[src/logic/arb_pkg.sv]
// Purpose: shared constants for the prioritised interrupt arbiter
// Assumes: 16-bit register port, word index addressing
// Notes:   register indices are word indices on the plain port
package arb_pkg;
	localparam int          NUM_PRIO_REGS   = 8;
	localparam int          NUM_PINS        = 6;
	localparam int          NUM_PERIPH      = 32;
	localparam int          NUM_SRC         = NUM_PINS + NUM_PERIPH;
	localparam logic [3:0]  ADDR_PRIO_A     = 4'h0;
	localparam logic [3:0]  ADDR_CONTROL    = 4'h8;
	localparam logic [3:0]  ADDR_FLAGS      = 4'h9;
	localparam logic [15:0] PRIO_RESET      = 16'h0000;
	localparam logic [15:0] CONTROL_RESET   = 16'h0000;
	localparam logic [15:0] FLAGS_RESET     = 16'h0000;
	localparam int          NMI_LEVEL_BIT   = 15;
	localparam int          NMI_EDGE_BIT    = 8;
	localparam logic [15:0] SENSE_MASK      = 16'h00F3;
	localparam logic [15:0] CONTROL_WMASK   = 16'h01F3;
	localparam logic [4:0]  NMI_LEVEL       = 5'h10;
	localparam logic [3:0]  LEVEL_MASKED    = 4'h0;
	localparam logic [7:0]  VEC_NMI         = 8'h0B;
	localparam logic [7:0]  VEC_CONV_A      = 8'h88;
	localparam logic [7:0]  VEC_CONV_B      = 8'h8A;
	// bit position of each pin in the control and flag registers
	localparam int PIN_BIT [NUM_PINS] = '{7, 6, 5, 4, 1, 0};
	// vector number per pin
	localparam logic [7:0] PIN_VEC [NUM_PINS] =
		'{8'h40, 8'h41, 8'h42, 8'h43, 8'h46, 8'h47};
	// field index (register*4 + nibble from top) per pin
	localparam int PIN_FIELD [NUM_PINS] = '{0, 1, 2, 3, 6, 7};
	typedef enum logic [1:0] {IDLE, OFFER} offer_state_e;
endpackage : arb_pkg

[src/logic/level_sel_if.sv]
// Purpose: carries a candidate level and vector between arbiter parts
// Assumes: single clock domain, combinational content
// Notes:   level 0 means no candidate
`timescale 1ns/100ps
interface level_sel_if;
	logic [4:0] level;
	logic [7:0] vector;
	logic [5:0] index;
	logic       is_nmi;
	modport pick (output level, output vector, output index, output is_nmi);
	modport use_it (input level, input vector, input index, input is_nmi);
endinterface : level_sel_if

[src/logic/level_picker.sv]
// Purpose: picks the highest level among candidate sources
// Assumes: source 0 has the highest default order
// Notes:   >= compare in a descending loop keeps lower index on ties
`timescale 1ns/100ps
module level_picker #(
	parameter int N = arb_pkg::NUM_SRC
) (
	input  wire logic [N-1:0]   active,
	input  wire logic [4*N-1:0] levels,
	input  wire logic [8*N-1:0] vectors,
	input  wire logic           nmi_req,
	level_sel_if.pick           sel
);
	logic [4:0] best_level;
	logic [7:0] best_vec;
	logic [5:0] best_idx;

	always_comb begin
		best_level = 5'h00;
		best_vec   = 8'h00;
		best_idx   = 6'h00;
		// descending index so lower index overrides on equal level
		for (int i = N - 1; i >= 0; i--) begin
			if (active[i] && levels[4*i +: 4] != arb_pkg::LEVEL_MASKED
			    && {1'b0, levels[4*i +: 4]} >= best_level) begin
				best_level = {1'b0, levels[4*i +: 4]};
				best_vec   = vectors[8*i +: 8];
				best_idx   = 6'(i);
			end
		end
		if (nmi_req) begin
			best_level = arb_pkg::NMI_LEVEL;
			best_vec   = arb_pkg::VEC_NMI;
		end
	end

	assign sel.level  = best_level;
	assign sel.vector = best_vec;
	assign sel.index  = best_idx;
	assign sel.is_nmi = nmi_req;
endmodule : level_picker

[src/logic/prioritised_interrupt_controller.sv]
// Purpose: prioritised interrupt arbiter with pin detect and flags
// Assumes: pins asynchronous, peripheral requests synchronous levels
// Notes:   register index on addr; reads answer one cycle later
`timescale 1ns/100ps
module prioritised_interrupt_controller #(
	parameter bit ALT_CONV_VECTOR = 1'b0
) (
	input  wire logic                          clk,
	input  wire logic                          rst,
	input  wire logic [3:0]                    addr,
	input  wire logic [15:0]                   wdata,
	input  wire logic                          wr,
	input  wire logic                          rd,
	output logic      [15:0]                   rdata,
	input  wire logic                          nonmaskable_pin,
	input  wire logic [arb_pkg::NUM_PINS-1:0]  ext_request_pin_n,
	input  wire logic [arb_pkg::NUM_PERIPH-1:0] periph_req,
	input  wire logic [3:0]                    cpu_mask_level,
	output logic                               cpu_irq,
	output logic      [3:0]                    cpu_irq_level,
	output logic      [7:0]                    cpu_irq_vector,
	output logic                               cpu_irq_nmi,
	input  wire logic                          cpu_ack
);
	localparam int NP = arb_pkg::NUM_PINS;
	localparam int NS = arb_pkg::NUM_SRC;

	logic [15:0] prio_reg [arb_pkg::NUM_PRIO_REGS];
	logic [15:0] prio_next [arb_pkg::NUM_PRIO_REGS];
	logic [15:0] control_reg, control_next;
	logic [15:0] flags_reg, flags_next;
	logic [15:0] read_seen_reg, read_seen_next;
	logic [15:0] rdata_next;
	logic [2:0]  nmi_sync_reg, nmi_sync_next;
	logic        nmi_level_reg, nmi_level_next;
	logic        nmi_pend_reg, nmi_pend_next;
	logic [2:0]  pin_sync_reg [NP];
	logic [2:0]  pin_sync_next [NP];
	logic [NP-1:0] pin_low_reg, pin_low_next;
	arb_pkg::offer_state_e state_reg, state_next;
	logic [3:0]  held_level_reg, held_level_next;
	logic [7:0]  held_vec_reg, held_vec_next;
	logic [5:0]  held_idx_reg, held_idx_next;
	logic        held_nmi_reg, held_nmi_next;

	logic [NS-1:0]   active;
	logic [4*NS-1:0] levels;
	logic [8*NS-1:0] vectors;
	logic [NP-1:0]   pin_fall;
	logic [NP-1:0]   pin_flag;
	logic            nmi_edge;
	logic            take;

	level_sel_if sel ();

	// periph_req[k] uses field table below; vector base per group is a
	// parameter-free map (except source 23, set by ALT_CONV_VECTOR) chosen to follow the default order
	function automatic int periph_field(input int k);
		case (k)
			0:  periph_field = 8;   // dma channel 0
			1:  periph_field = 9;   // dma channel 1
			2,3,4,5: periph_field = 12;
			6:  periph_field = 13;
			7,8: periph_field = 14;
			9,10: periph_field = 15;
			11,12: periph_field = 16;
			13,14: periph_field = 17;
			15,16,17,18: periph_field = 22;
			19,20,21,22: periph_field = 23;
			23: periph_field = 24;  // converter
			24: periph_field = 26;
			25: periph_field = 27;
			26,27: periph_field = 28;
			default: periph_field = 28;
		endcase
	endfunction : periph_field

	function automatic logic [7:0] periph_vector(input int k);
		logic [7:0] v [arb_pkg::NUM_PERIPH];
		v = '{8'h48, 8'h4C, 8'h58, 8'h59, 8'h5A, 8'h5B, 8'h5C, 8'h60,
		      8'h61, 8'h64, 8'h65, 8'h68, 8'h69, 8'h6C, 8'h6D, 8'h80,
		      8'h81, 8'h82, 8'h83, 8'h84, 8'h85, 8'h86, 8'h87, 8'h88,
		      8'h90, 8'h94, 8'h98, 8'h99, 8'h00, 8'h00, 8'h00, 8'h00};
		periph_vector = v[k];
	endfunction : periph_vector

	// source order: pins first, then peripherals, matching default order
	generate
		for (genvar p = 0; p < NP; p++) begin : g_pin
			// settled low after settled high; a glitch shorter than the
			// synchroniser agreement window never counts as an edge
			assign pin_fall[p] = (pin_sync_reg[p][2] == pin_sync_reg[p][1])
				&& !pin_sync_reg[p][2] && !pin_low_reg[p];
			// level mode shows the synchronised settled pin level (pin_low_reg), edge mode the latch
			assign pin_flag[p] =
				control_reg[arb_pkg::PIN_BIT[p]] ?
				flags_reg[arb_pkg::PIN_BIT[p]] : pin_low_reg[p];
			assign active[p]  = pin_flag[p];
			assign levels[4*p +: 4] =
				prio_reg[arb_pkg::PIN_FIELD[p]/4]
				[15-4*(arb_pkg::PIN_FIELD[p]%4) -: 4];
			assign vectors[8*p +: 8] = arb_pkg::PIN_VEC[p];
		end
		for (genvar k = 0; k < arb_pkg::NUM_PERIPH; k++) begin : g_per
			assign active[NP+k] = periph_req[k];
			assign levels[4*(NP+k) +: 4] =
				prio_reg[periph_field(k)/4]
				[15-4*(periph_field(k)%4) -: 4];
			if (k == 23) begin : g_conv
				assign vectors[8*(NP+k) +: 8] = ALT_CONV_VECTOR ?
					arb_pkg::VEC_CONV_B : arb_pkg::VEC_CONV_A;
			end else begin : g_std
				assign vectors[8*(NP+k) +: 8] = periph_vector(k);
			end
		end
	endgenerate

	level_picker #(.N(NS)) u_picker (
		.active  (active),
		.levels  (levels),
		.vectors (vectors),
		.nmi_req (nmi_pend_reg),
		.sel     (sel)
	);

	// second and third stages must agree before the level is believed
	assign nmi_edge = (nmi_sync_reg[2] == nmi_sync_reg[1])
		&& (nmi_sync_reg[2] != nmi_level_reg)
		&& (nmi_sync_reg[2] == control_reg[arb_pkg::NMI_EDGE_BIT]);

	assign take = (state_reg == arb_pkg::OFFER) && cpu_ack;

	always_comb begin
		for (int i = 0; i < arb_pkg::NUM_PRIO_REGS; i++) begin
			prio_next[i] = prio_reg[i];
			if (wr && addr == arb_pkg::ADDR_PRIO_A + 4'(i))
				prio_next[i] = wdata;
		end
		control_next = control_reg;
		if (wr && addr == arb_pkg::ADDR_CONTROL)
			control_next = wdata & arb_pkg::CONTROL_WMASK;

		nmi_sync_next  = {nmi_sync_reg[1:0], nonmaskable_pin};
		nmi_level_next = (nmi_sync_reg[2] == nmi_sync_reg[1]) ?
			nmi_sync_reg[2] : nmi_level_reg;
		nmi_pend_next  = nmi_pend_reg;
		if (take && held_nmi_reg)
			nmi_pend_next = 1'b0;
		if (nmi_edge)
			nmi_pend_next = 1'b1;

		read_seen_next = read_seen_reg;
		flags_next     = flags_reg;
		for (int p = 0; p < NP; p++) begin
			pin_sync_next[p] = {pin_sync_reg[p][1:0], ext_request_pin_n[p]};
			pin_low_next[p]  = (pin_sync_reg[p][2] == pin_sync_reg[p][1]) ?
				~pin_sync_reg[p][2] : pin_low_reg[p];
		end
		if (rd && addr == arb_pkg::ADDR_FLAGS)
			read_seen_next = flags_reg & arb_pkg::SENSE_MASK;
		for (int p = 0; p < NP; p++) begin
			if (wr && addr == arb_pkg::ADDR_FLAGS
			    && !wdata[arb_pkg::PIN_BIT[p]]
			    && read_seen_reg[arb_pkg::PIN_BIT[p]]) begin
				flags_next[arb_pkg::PIN_BIT[p]]     = 1'b0;
				read_seen_next[arb_pkg::PIN_BIT[p]] = 1'b0;
			end
			if (take && !held_nmi_reg && held_idx_reg == 6'(p))
				flags_next[arb_pkg::PIN_BIT[p]] = 1'b0;
			// set wins over any clear in the same cycle
			if (pin_fall[p] && control_reg[arb_pkg::PIN_BIT[p]])
				flags_next[arb_pkg::PIN_BIT[p]] = 1'b1;
			if (!control_reg[arb_pkg::PIN_BIT[p]])
				flags_next[arb_pkg::PIN_BIT[p]] = 1'b0;
		end

		rdata_next = 16'h0000;
		if (rd) begin
			if (addr < arb_pkg::ADDR_CONTROL)
				rdata_next = prio_reg[addr[2:0]];
			else if (addr == arb_pkg::ADDR_CONTROL) begin
				rdata_next = control_reg & arb_pkg::CONTROL_WMASK;
				rdata_next[arb_pkg::NMI_LEVEL_BIT] = nmi_level_reg;
			end else if (addr == arb_pkg::ADDR_FLAGS) begin
				for (int p = 0; p < NP; p++)
					rdata_next[arb_pkg::PIN_BIT[p]] = pin_flag[p];
			end
		end

		state_next      = state_reg;
		held_level_next = held_level_reg;
		held_vec_next   = held_vec_reg;
		held_idx_next   = held_idx_reg;
		held_nmi_next   = held_nmi_reg;
		case (state_reg)
			arb_pkg::IDLE: begin
				if (sel.is_nmi || (sel.level != 5'h00
				    && sel.level > {1'b0, cpu_mask_level})) begin
					state_next      = arb_pkg::OFFER;
					held_level_next = sel.is_nmi ? 4'hF : sel.level[3:0];
					held_vec_next   = sel.vector;
					held_idx_next   = sel.index;
					held_nmi_next   = sel.is_nmi;
				end
			end
			arb_pkg::OFFER: begin
				if (cpu_ack)
					state_next = arb_pkg::IDLE;
			end
			default: state_next = arb_pkg::IDLE;
		endcase
	end

	always_ff @(posedge clk or posedge rst) begin
		if (rst) begin
			for (int i = 0; i < arb_pkg::NUM_PRIO_REGS; i++)
				prio_reg[i] <= arb_pkg::PRIO_RESET;
			control_reg    <= arb_pkg::CONTROL_RESET;
			flags_reg      <= arb_pkg::FLAGS_RESET;
			read_seen_reg  <= 16'h0000;
			rdata          <= 16'h0000;
			nmi_sync_reg   <= 3'h0;
			nmi_level_reg  <= 1'b0;
			nmi_pend_reg   <= 1'b0;
			for (int p = 0; p < NP; p++)
				pin_sync_reg[p] <= 3'h7;
			pin_low_reg    <= '0;
			state_reg      <= arb_pkg::IDLE;
			held_level_reg <= 4'h0;
			held_vec_reg   <= 8'h00;
			held_idx_reg   <= 6'h00;
			held_nmi_reg   <= 1'b0;
		end else begin
			prio_reg       <= prio_next;
			control_reg    <= control_next;
			flags_reg      <= flags_next;
			read_seen_reg  <= read_seen_next;
			rdata          <= rdata_next;
			nmi_sync_reg   <= nmi_sync_next;
			nmi_level_reg  <= nmi_level_next;
			nmi_pend_reg   <= nmi_pend_next;
			pin_sync_reg   <= pin_sync_next;
			pin_low_reg    <= pin_low_next;
			state_reg      <= state_next;
			held_level_reg <= held_level_next;
			held_vec_reg   <= held_vec_next;
			held_idx_reg   <= held_idx_next;
			held_nmi_reg   <= held_nmi_next;
		end
	end

	assign cpu_irq        = (state_reg == arb_pkg::OFFER);
	assign cpu_irq_level  = held_level_reg;
	assign cpu_irq_vector = held_vec_reg;
	assign cpu_irq_nmi    = held_nmi_reg;
endmodule : prioritised_interrupt_controller

[config.mk]
export PLATFORM = sky130hd
export DESIGN_NAME = prioritised_interrupt_controller
export DESIGN_NICKNAME = d
export VERILOG_FILES = /design/src/logic/arb_pkg.sv /design/src/logic/level_sel_if.sv /design/src/logic/level_picker.sv /design/src/logic/prioritised_interrupt_controller.sv
export SDC_FILE = /design/constraint.sdc
export NUM_CORES = 1
export LEC_CHECK = 0
export BUFFER_PORTS_ARGS = -buffer_cell sky130_fd_sc_hd__buf_4
export CAP_MARGIN = 40
export CORE_ASPECT_RATIO = 1.25
export CORE_MARGIN = 2
export CORE_UTILIZATION = 63
export DETAILED_ROUTE_END_ITERATION = 10
export PLACE_DENSITY = 0.82
export REMOVE_ABC_BUFFERS = 1
export SETUP_SLACK_MARGIN = 0.05
export SYNTH_ARGS = -nofsm -noshare
export SYNTH_HDL_FRONTEND = slang
export SYNTH_SLANG_ARGS = --single-unit
[constraint.sdc]
create_clock -name clk -period 76.7 [get_ports clk]
set_input_delay 7.67 -clock clk [delete_from_list [all_inputs] [get_ports clk]]
set_output_delay 7.67 -clock clk [all_outputs]
set_load 0.01 [all_outputs]
==> results.env, run 1 <==
SETUP_VIOLATORS_FINAL=0
R2R.WORST_PATH.CELLS=282
SYNTH_SEQUENTIAL_AREA_RATIO_PCT=31.79
GRT_OVERALL_USAGE_PCT=35.79
CPPEAKSTAGEDELAY_PS=640
DRT_FIRST_ITER_VIOLATIONS=1300
FINAL_MAX_SLEW_VIOL_COUNT=0
RUN_STATUS='finished clean'
MAX_CAP_VIOLATIONS=0
CTS.CLK_SLEW.WORST_PATHS_PS=60
LAYOUT_WORST_PATH_CYCLE_SHARE_PCT=90.92
NUMBER_OF_ANTENNA_VIOLATIONS_AT_THE_FIRST_CHECK_IN_GLOBAL_ROUTING=0
FINAL-HOLD-VIOLATION-COUNT=0
TIMING.HOLD.WORST.CLASS='flop to flop'
DIEAREA_UM2=27930
DRT-VIAS-PER-INSTANCE=6.878
CTS-RESIZED-GATES=0
LAYOUT_MIN_CYCLE_TIME_PS=69740
DRCVIOLATIONCOUNT=0
YOSYSTOPAREACELLSHARE_PCT=28.96
ROWS=66
SETUP_TNS_PS=0
CLOCK_SINK_COUNT=212
FLIP_FLOP_COUNT_OF_THE_LARGEST_REGISTER_AFTER_LAYOUT=80
ROUTE.VIAS.TOTAL=15440
FIN_NETS=2046
NETLIST.TOP_CELL.BY_AREA='sky130_fd_sc_hd__dfrtp_1'
DOMINANTREGCELLSYNTH='sky130_fd_sc_hd__dfrtp_1'
GLOBAL_ROUTE_WIRE_LENGTH_BEFORE_REPAIR_MM=79.95
FIN_SKEW_PS=13.51
MAPPEDNETLISTAREA_UM2=16760
CPMOSTUSEDCELL='sky130_fd_sc_hd__ha_1'
CLK_PATH_BUF_DEPTH=3
CRITICAL_PATH.REG2REG.STARTPOINT='levels[128]'
LAYOUT.CELLS.MOST_COMMON='sky130_fd_sc_hd__dfrtp_1'
TIMING.CRITICAL_PATH.TO_TYPE='flop'
FMAX_MHz=14.34
DIE_H_UM=186.4
FINAL_CELL_MIX='sky130_fd_sc_hd__dfrtp_1 (194), sky130_fd_sc_hd__nand2_1 (163), sky130_fd_sc_hd__nor2_1 (159)'
GRT_REMAINING_OVERFLOW=0
AREA_GROWTH_PCT=10.53
LAYOUTNONFILLERINSTCOUNT=2245
SYNTH_CELL_TYPE_COUNT=112
TOTAL_WIRE_LENGTH_AFTER_DETAILED_ROUTING_MM=50.24
WORST_SKEW_PAIR.LATE_LATENCY_PS=510
WORST_SETUP_PATH_START_KIND='primary input'
CTS_MAX_LEVEL=1
VIAS_IN_THE_FIRST_GLOBAL_ROUTE=14980
POST_SYNTH_INST_COUNT=1834
INITIAL_CORE_UTIL_PCT=64.23
CLOCKROOTBUFFER='sky130_fd_sc_hd__clkbuf_16'
YS_ASYNC_SR_FRACTION_PCT=100.0
ANTENNADIODECOUNT=0
HOLDPATHSTAGES=0
CTS_TREE='done'
DETAILED_PLACE_HPWL_MM=37.45
NUMBER_OF_ENABLE_TYPE_REGISTER_CELLS_IN_THE_SYNTHESIZED_NETLIST=0
POST-CTS-SETUP-BUFFER-COUNT=0
SLOWEST_STAGE='sky130_fd_sc_hd__o31ai_1'
DIE_WIDTH_UM=149.9
IO_PINS=98
GRT_SETUP_UNREPAIRED='false'
HP-START='nmi_sync_reg[0]'
IO_BUFFER_COUNT=97
WORSTSETUPPATHTYPE='primary input to flop'
WHS_ENDPOINT='nmi_sync_reg[1]'
NUMBER_OF_BUFFERS_ADDED_BY_THE_CLOCK_TREE_SYNTHESIS_STEP=23
REGTOREGENDPOINT='held_idx_reg[5]'
DRTANTENNAVIOLNETS=0
PATH_MAX_FANOUT=13
YS_SEQ_ELEMENTS=212
CRITPATHARRIVALTIME_PS=70130
GRT_MAX_DEGREE=130
DPL-INSTANCE-AREA_UM2=17700
FINAL_DESIGN_AREA_NO_FILL_UM2=18530
PLACE.GP.CONGESTION=0.9723
POST_SYNTH.CELL_AREA_AVG_UM2=9.139
FP.COREAREA_UM2=26100
DRTPASS1ITERATIONS=5
SYNTH.AREA.TOP_CELLS='sky130_fd_sc_hd__dfrtp_1 (29%), sky130_fd_sc_hd__mux2_2 (9.3%), sky130_fd_sc_hd__ha_1 (6.6%)'
REGTOREGSETUPSLACK_PS=13900
YS_WARNS=0
CP.REQUIRED_PS=77090
DP.CELLS=2204
AVGROUTEDWIREPERCELL_UM=22.38
WORST_PIN_SLEW_PS=884.7
MAX_SLEW_MARGIN_PCT=40.83
CTSHOLDBUFFERS=0
LAYOUT_CELLS_SIZED_ABOVE_1_PCT=21.99
## per-stage QoR
step | hold WS [ps] | setup slack [ps] | utilization [%]
6_report | 356.0 | 6962 | 71.00
3_5_place_dp | 341.8 | 7708 | 67.84
5_1_grt | 362.4 | 2070 | 71.00
4_1_cts | 357.9 | 7875 | 71.00
2_1_floorplan | 331.2 | 15060 | -
3_3_place_gp | 344.3 | 8941 | 67.60
## final cells by class
type / count / area (um^2)
clock buffers: 28 / 644.4
clock inverters: 13 / 180.2
fillers: 2005 / 7569
inverters: 118 / 450.4
multi-input cells: 1429 / 10680
flip-flops and latches: 212 / 5328
well taps: 340 / 425.4
repair buffers: 105 / 819.5
## critical path: cells and delay by family
| family | cells | cell delay (ps) |
|---|---|---|
| muxes | 21 | 7110 |
| and+or+nand+nor | 90 | 16190 |
| adders and majority gates | 45 | 13070 |
| AOI/OAI and AO/OA | 113 | 24700 |
| buffers and inverters | 14 | 1350 |
## cells in the mapped netlist, drive strengths merged, types with 20 or more instances
library cell	instances
buf	24
a21oi	118
a31oi	20
and2	29
o21ai	140
inv	118
mux4	32
nand3	44
a211oi	22
nand2	166
clkbuf	51
nand2b	37
mux2	146
ha	89
nor2	160
nor2b	22
mux2i	44
dfrtp	194
nor3	29
## layer usage
| layer | part of all wire (%) | global-route usage (%) |
|---|---|---|
| met1 | 40 | 47.93 |
| met2 | 47 | 58.04 |
| met3 | 8.2 | 4.670 |
| met4 | 5.2 | 15.86 |
| met5 | 0 | 0 |
## kinds of logic after synthesis
group | count (synthesis) | share of synthesized area [%]
and+or+nand+nor | 588 | 17.21
buffers and inverters | 193 | 4.576
muxes | 222 | 16.95
adders and majority gates | 103 | 7.510
DFF | 212 | 31.79
xor gates and xnor gates | 2 | 0.1045
AOI/OAI and AO/OA | 514 | 21.87
## worst max path at each step
stage	from	to	slack, ps	depth (start not counted)
final	periph_req[31]	held_idx_reg[5]	6960	283
after detailed placement	periph_req[31]	held_idx_reg[5]	7710	283
after floorplan	periph_req[31]	held_idx_reg[4]	15060	278
after CTS	periph_req[31]	held_idx_reg[5]	7870	283
after global routing	periph_req[31]	held_idx_reg[4]	2070	288
after global placement	periph_req[31]	held_idx_reg[5]	8940	282
Power of run 1 is not shown: default switching activity piles up to over one toggle a cycle in this logic, so the estimate is an artifact.
==> run 2, diff against run 1 <==
--- a/config.mk
+++ b/config.mk
@@ -12,5 +12,5 @@
 export CORE_UTILIZATION = 63
 export DETAILED_ROUTE_END_ITERATION = 10
-export PLACE_DENSITY = 0.82
+export PLACE_DENSITY = 0.91
 export REMOVE_ABC_BUFFERS = 1
 export SETUP_SLACK_MARGIN = 0.05
==> constraint.sdc (replaced) <==
create_clock -name clk -period 76.7 [get_ports clk]
set_input_delay 19.175 -clock clk [delete_from_list [all_inputs] [get_ports clk]]
set_output_delay 19.175 -clock clk [all_outputs]
set_load 0.01 [all_outputs]
==> run 2 against run 1 <==
  * Routed wire length up 10%
  * First-iteration DRC count up 44%
  * Critical path depth up 4
  * Via count up 8.3%
  * Hold slack about the same
  * Global-route usage up 2.3 points
  * Die area unchanged
  * Final cell count up 2.9%
  * Critical endpoint unchanged
==> results.env, run 2 (synthesized netlist as in run 1, its figures left out) <==
RUN_STATUS='finished clean'
LAYOUT_MIN_CYCLE_TIME_PS=73780
TOTAL_WIRE_LENGTH_AFTER_DETAILED_ROUTING_MM=55.46
DRT-VIAS-PER-INSTANCE=7.236
SEQUENTIAL_CELL_AREA_UM2=5328
FINAL-HOLD-VIOLATION-COUNT=0
DRTANTENNAVIOLNETS=0
GRT_OVERALL_USAGE_PCT=38.08
GLOBAL_ROUTE_WIRE_LENGTH_BEFORE_REPAIR_MM=85.37
WORST_SETUP_PATH_START_KIND='primary input'
PATH_MAX_FANOUT=13
ROWS=66
FMAX_MHz=13.55
IO_PINS=98
LAYOUT.CELLS.MOST_COMMON='sky130_fd_sc_hd__dfrtp_1'
LAYOUT_CELLS_SIZED_ABOVE_1_PCT=26.85
DP.CELLS=2233
GRT_REMAINING_OVERFLOW=0
CLOCK_SINK_COUNT=212
SLOWEST_STAGE='sky130_fd_sc_hd__or3_4'
SETUP_VIOLATORS_FINAL=0
DIEAREA_UM2=27930
FIN_SKEW_PS=17.63
NUMBER_OF_BUFFERS_ADDED_BY_THE_CLOCK_TREE_SYNTHESIS_STEP=24
BUFFERS_INVERTERS_ON_CRITICAL_PATH=16
DRTPASS1ITERATIONS=6
FIN_NETS=2110
TOTAL_AREA_OF_MULTI_INPUT_COMBINATIONAL_CELLS_UM2=11020
AREA_GROWTH_PCT=15.43
FP.COREAREA_UM2=26100
GRT_MAX_DEGREE=131
DETAILED_PLACE_HPWL_MM=38.61
FINAL_UTIL_PCT=74.14
WORST_SKEW_PAIR.LATE_LATENCY_PS=530
CLK_PATH_BUF_DEPTH=3
FINAL_MAX_SLEW_VIOL_COUNT=0
VIAS_IN_THE_FIRST_GLOBAL_ROUTE=16190
CLOCKROOTBUFFER='sky130_fd_sc_hd__clkbuf_16'
DIE_WIDTH_UM=149.9
TIMING.CRITICAL_PATH.MAX_DELAY_FAMILY='compound AO/OA/AOI/OAI gates'
NUMBER_OF_ANTENNA_VIOLATIONS_AT_THE_FIRST_CHECK_IN_GLOBAL_ROUTING=1
AVGROUTEDWIREPERCELL_UM=24.00
CP.REQUIRED_PS=77110
CRITPATHARRIVALTIME_PS=74190
DIE_H_UM=186.4
IO_BUFFER_COUNT=97
MAX_SLEW_MARGIN_PCT=15.45
DRT_FIRST_ITER_VIOLATIONS=1874
FINAL_CELL_MIX='sky130_fd_sc_hd__dfrtp_1 (194), sky130_fd_sc_hd__buf_4 (164), sky130_fd_sc_hd__nand2_1 (162)'
CTS_MAX_LEVEL=1
WORST_PIN_SLEW_PS=1252
WORSTSETUPPATHTYPE='primary input to flop'
CTS.CLK_SLEW.WORST_PATHS_PS=60
CTS_TREE='done'
LAYOUT_WORST_PATH_CYCLE_SHARE_PCT=96.20
TIMING.HOLD.WORST.CLASS='flop to flop'
INITIAL_CORE_UTIL_PCT=64.23
FLIP_FLOP_COUNT_OF_THE_LARGEST_REGISTER_AFTER_LAYOUT=80
DRCVIOLATIONCOUNT=0
TIMING.CRITICAL_PATH.TO_TYPE='flop'
HOLD_WS_PS=356.2
ROUTE.VIAS.TOTAL=16720
LAYOUTNONFILLERINSTCOUNT=2311
SETUP_TNS_PS=0
CPPEAKSTAGEDELAY_PS=440
PLACE.GP.CONGESTION=1.003
MAX_CAP_VIOLATIONS=0
FILLCELLCOUNT=1699
CPMOSTUSEDCELL='sky130_fd_sc_hd__ha_1'
-- run 2: cell types whose count changed in the layout (fill, tap and decap cells not counted), moves of 4 or more --
cell                      change
sky130_fd_sc_hd__buf_4       +62
sky130_fd_sc_hd__o21ai_0     -13
sky130_fd_sc_hd__o21ai_1      +8
sky130_fd_sc_hd__nor2b_1      -7
sky130_fd_sc_hd__a21oi_1      -5
sky130_fd_sc_hd__a21oi_2      +5
sky130_fd_sc_hd__nor2_1       -4
sky130_fd_sc_hd__nor2b_2      +4
-- run 2: routing by layer --
layer  part of all wire, %  up-vias  track usage [%]
met5                     0        -                0
met4                   7.7        0            22.39
met3                    11      366            7.897
met2                    46     1292            61.36
met1                    35     7992            46.99
li1                      -     7073                -
-- run 2: through the flow --
stage                     instance area [um^2]  setup WS [ps]
after detailed placement                 17930         -912.6
after CTS                                18820          59.42
after global placement                   17860           1235
after floorplan                          16440           3558
after global routing                     19340         -472.2
final                                    19350           2916
-- run 2: path summary, 6_finish.rpt --
check	start	end	slack, ps	cells past startpoint
worst max-delay path	periph_req[31]	held_idx_reg[5]	2920	287
worst min-delay path	pin_sync_next[4]	pin_sync_next[5]	360	0
worst max register to register	levels[128]	held_idx_reg[5]	21110	286
worst min register to register	pin_sync_next[4]	pin_sync_next[5]	360	0
max in group asynchronous	rst	levels[30]	56720	5
min in group asynchronous	rst	nmi_sync_reg[2]	18530	2
-- run 2: final cells by class --
cell class | count | area share (%)
antenna | 1 | 0.01293
timing repair buffer | 167 | 6.726
sequential | 212 | 27.54
inverter | 118 | 2.328
multi-input combinational | 1430 | 56.94
clock buffer | 33 | 3.647
tap | 340 | 2.199
clock inverter | 10 | 0.6079
-- run 2: timing repair --
item	4_1_cts	5_1_grt
hold buffers	0	0
gates cloned	0	1
endpoints found under the setup margin	20	20
gates resized for setup	10	73
pin swaps	1	25
setup buffers	2	31
Power of run 2 is left out for the same reason.
==> run 3, diff against run 2 <==
- PLACE_DENSITY: 0.91 -> 0.8
==> run 3 against run 2 <==
  * Register-to-register slack gained 610 ps
  * Critical path type unchanged
  * Core utilization increased by 0.19 points
  * Non-clock buffer count grew 22
  * Maximum frequency rose by 0.82%
  * Clock-buffer cell count grew 5
  * Clock skew rose by 8.3 ps
  * Hold slack lost 1.6 ps
  * Largest cell class unchanged
  * Worst setup slack better by 600 ps
  * Critical path depth is 2 higher
  * First-iteration DRC count shrank 19%
  * Global-route usage decreased by 1.3 points
==> results.env, run 3 (synthesized netlist as in run 1, its figures left out) <==
CPPEAKSTAGEDELAY_PS=460
PLACE.GP.CONGESTION=0.9982
GRT_OVERALL_USAGE_PCT=36.81
GRT_REMAINING_OVERFLOW=0
FINAL_MAX_SLEW_VIOL_COUNT=0
DRTPASS1ITERATIONS=6
CRITPATHARRIVALTIME_PS=73570
CTS_TREE='done'
VIAS_IN_THE_FIRST_GLOBAL_ROUTE=15400
LAYOUT_WORST_PATH_CYCLE_SHARE_PCT=95.41
GLOBAL_ROUTE_WIRE_LENGTH_BEFORE_REPAIR_MM=81.73
MAX_SLEW_MARGIN_PCT=13.59
LAYOUT_CELLS_SIZED_ABOVE_1_PCT=26.63
STARTPOINT='periph_req[31]'
LAYOUT.CELLS.MOST_COMMON='sky130_fd_sc_hd__dfrtp_1'
NUMBER_OF_BUFFERS_ADDED_BY_THE_CLOCK_TREE_SYNTHESIS_STEP=24
WORST_SETUP_PATH_START_KIND='primary input'
CLOCKROOTBUFFER='sky130_fd_sc_hd__clkbuf_16'
ROUTE.VIAS.TOTAL=15750
INITIAL_CORE_UTIL_PCT=64.23
FINAL-HOLD-VIOLATION-COUNT=0
HOLD_WS_PS=354.5
SETUP_VIOLATORS_FINAL=0
ANTENNADIODECOUNT=0
FIN_SKEW_PS=25.89
FLIP_FLOP_COUNT_OF_THE_LARGEST_REGISTER_AFTER_LAYOUT=80
CRITICAL_PATH.REG2REG.STARTPOINT='levels[128]'
IO_BUFFER_COUNT=97
WORST_PIN_SLEW_PS=1279
FIN_NETS=2132
FP.COREAREA_UM2=26100
CP.REQUIRED_PS=77090
IO_PINS=98
DIE_WIDTH_UM=149.9
MAX_CAP_VIOLATIONS=0
CPMOSTUSEDCELL='sky130_fd_sc_hd__ha_1'
TIMING.HOLD.WORST.CLASS='flop to flop'
TOTAL_AREA_OF_MULTI_INPUT_COMBINATIONAL_CELLS_UM2=10940
AVGROUTEDWIREPERCELL_UM=22.54
FILLCELLCOUNT=1893
DRCVIOLATIONCOUNT=0
WORST_SKEW_PAIR.LATE_LATENCY_PS=530
NUMBER_OF_ANTENNA_VIOLATIONS_AT_THE_FIRST_CHECK_IN_GLOBAL_ROUTING=0
DRT_FIRST_ITER_VIOLATIONS=1526
SEQUENTIAL_CELL_AREA_UM2=5328
FMAX_MHz=13.66
DETAILED_PLACE_HPWL_MM=38.44
CLOCK_SINK_COUNT=212
PATH_MAX_FANOUT=13
TIMING.CRITICAL_PATH.TO_TYPE='flop'
GRT_MAX_DEGREE=128
CTSHOLDBUFFERS=0
HP-START='pin_sync_next[4]'
DIE_H_UM=186.4
CTS.CLK_SLEW.WORST_PATHS_PS=60
DIEAREA_UM2=27930
RUN_STATUS='finished clean'
SLOWEST_STAGE='sky130_fd_sc_hd__a2111o_1'
AREA_GROWTH_PCT=15.72
ROWS=66
CLK_PATH_BUF_DEPTH=3
CTS_MAX_LEVEL=1
DRT-VIAS-PER-INSTANCE=6.759
TOTAL_WIRE_LENGTH_AFTER_DETAILED_ROUTING_MM=52.51
DRTANTENNAVIOLNETS=0
LAYOUT_MIN_CYCLE_TIME_PS=73180
FINAL_CELL_MIX='sky130_fd_sc_hd__dfrtp_1 (194), sky130_fd_sc_hd__buf_4 (186), sky130_fd_sc_hd__nand2_1 (162)'
WORSTSETUPPATHTYPE='primary input to flop'
run 3: cell count changes in the layout (fill, tap and decap cells not counted), moves of 3 or more:
| cell | change |
|---|---|
| sky130_fd_sc_hd__nor2b_1 | +3 |
| sky130_fd_sc_hd__clkbuf_1 | +5 |
| sky130_fd_sc_hd__clkinv_2 | -3 |
| sky130_fd_sc_hd__buf_4 | +22 |
| sky130_fd_sc_hd__a21oi_2 | -5 |
| sky130_fd_sc_hd__a21oi_1 | +5 |
run 3: cell type report:
type / count / share of cell area [%]
clock buffer: 38 / 3.735
clock inverter: 3 / 0.3483
inverter: 118 / 2.322
multi-input combinational: 1430 / 56.39
sequential: 212 / 27.47
tap: 340 / 2.193
timing repair buffer: 189 / 7.541
run 3: per-layer routing:
| metal | GRT usage [%] | vias to the layer above | wire (um) | part of all wire [%] |
|---|---|---|---|---|
| li1 | - | 7106 | - | - |
| met1 | 47.80 | 7650 | 20480 | 39 |
| met2 | 60.66 | 831 | 24970 | 48 |
| met3 | 6.186 | 161 | 4588 | 8.7 |
| met4 | 15.57 | 0 | 2469 | 4.7 |
| met5 | 0 | - | 0 | 0 |
run 3: critical path: cells and delay by family:
family                   cells  cell delay, ps
AO/OA/AOI/OAI              112           19560
adder cells (fa/ha/maj)     44           12620
buffers and inverters       15            1740
multiplexers                19            6020
AND/OR/NAND/NOR             99           14380
run 3: final timing paths:
| path | to | slack (ps) | cells past startpoint |
|---|---|---|---|
| setup / recovery | cpu_irq_vector[1] | 3520 | 289 |
| hold / removal | pin_sync_next[5] | 350 | 0 |
| setup reg to reg | cpu_irq_vector[1] | 21720 | 288 |
| hold reg to reg | pin_sync_next[5] | 350 | 0 |
| max in group asynchronous | rdata[12] | 56730 | 5 |
| min in group asynchronous | levels[100] | 18540 | 2 |
run 3: repair_timing:
| action | 4_1_cts | 5_1_grt |
|---|---|---|
| endpoints found under the setup margin | 0 | 20 |
| endpoints found under the hold margin | 0 | 0 |
| resized for setup | 0 | 63 |
| buffers inserted | 0 | 11 |
run 3: through the flow:
stage,setup slack (ps),utilization [%],TNS [ps],instance area [um^2],cells
after floorplan,3558,-,0,16440,1759
after global placement,2401,69.72,0,18190,2274
after detailed placement,616.0,69.98,0,18260,2277
after CTS,763.5,73.01,0,19050,2318
after global routing,-399.4,74.33,-6487,19400,2330
final,3519,74.33,0,19400,2330
Power of run 3 is left out for the same reason.
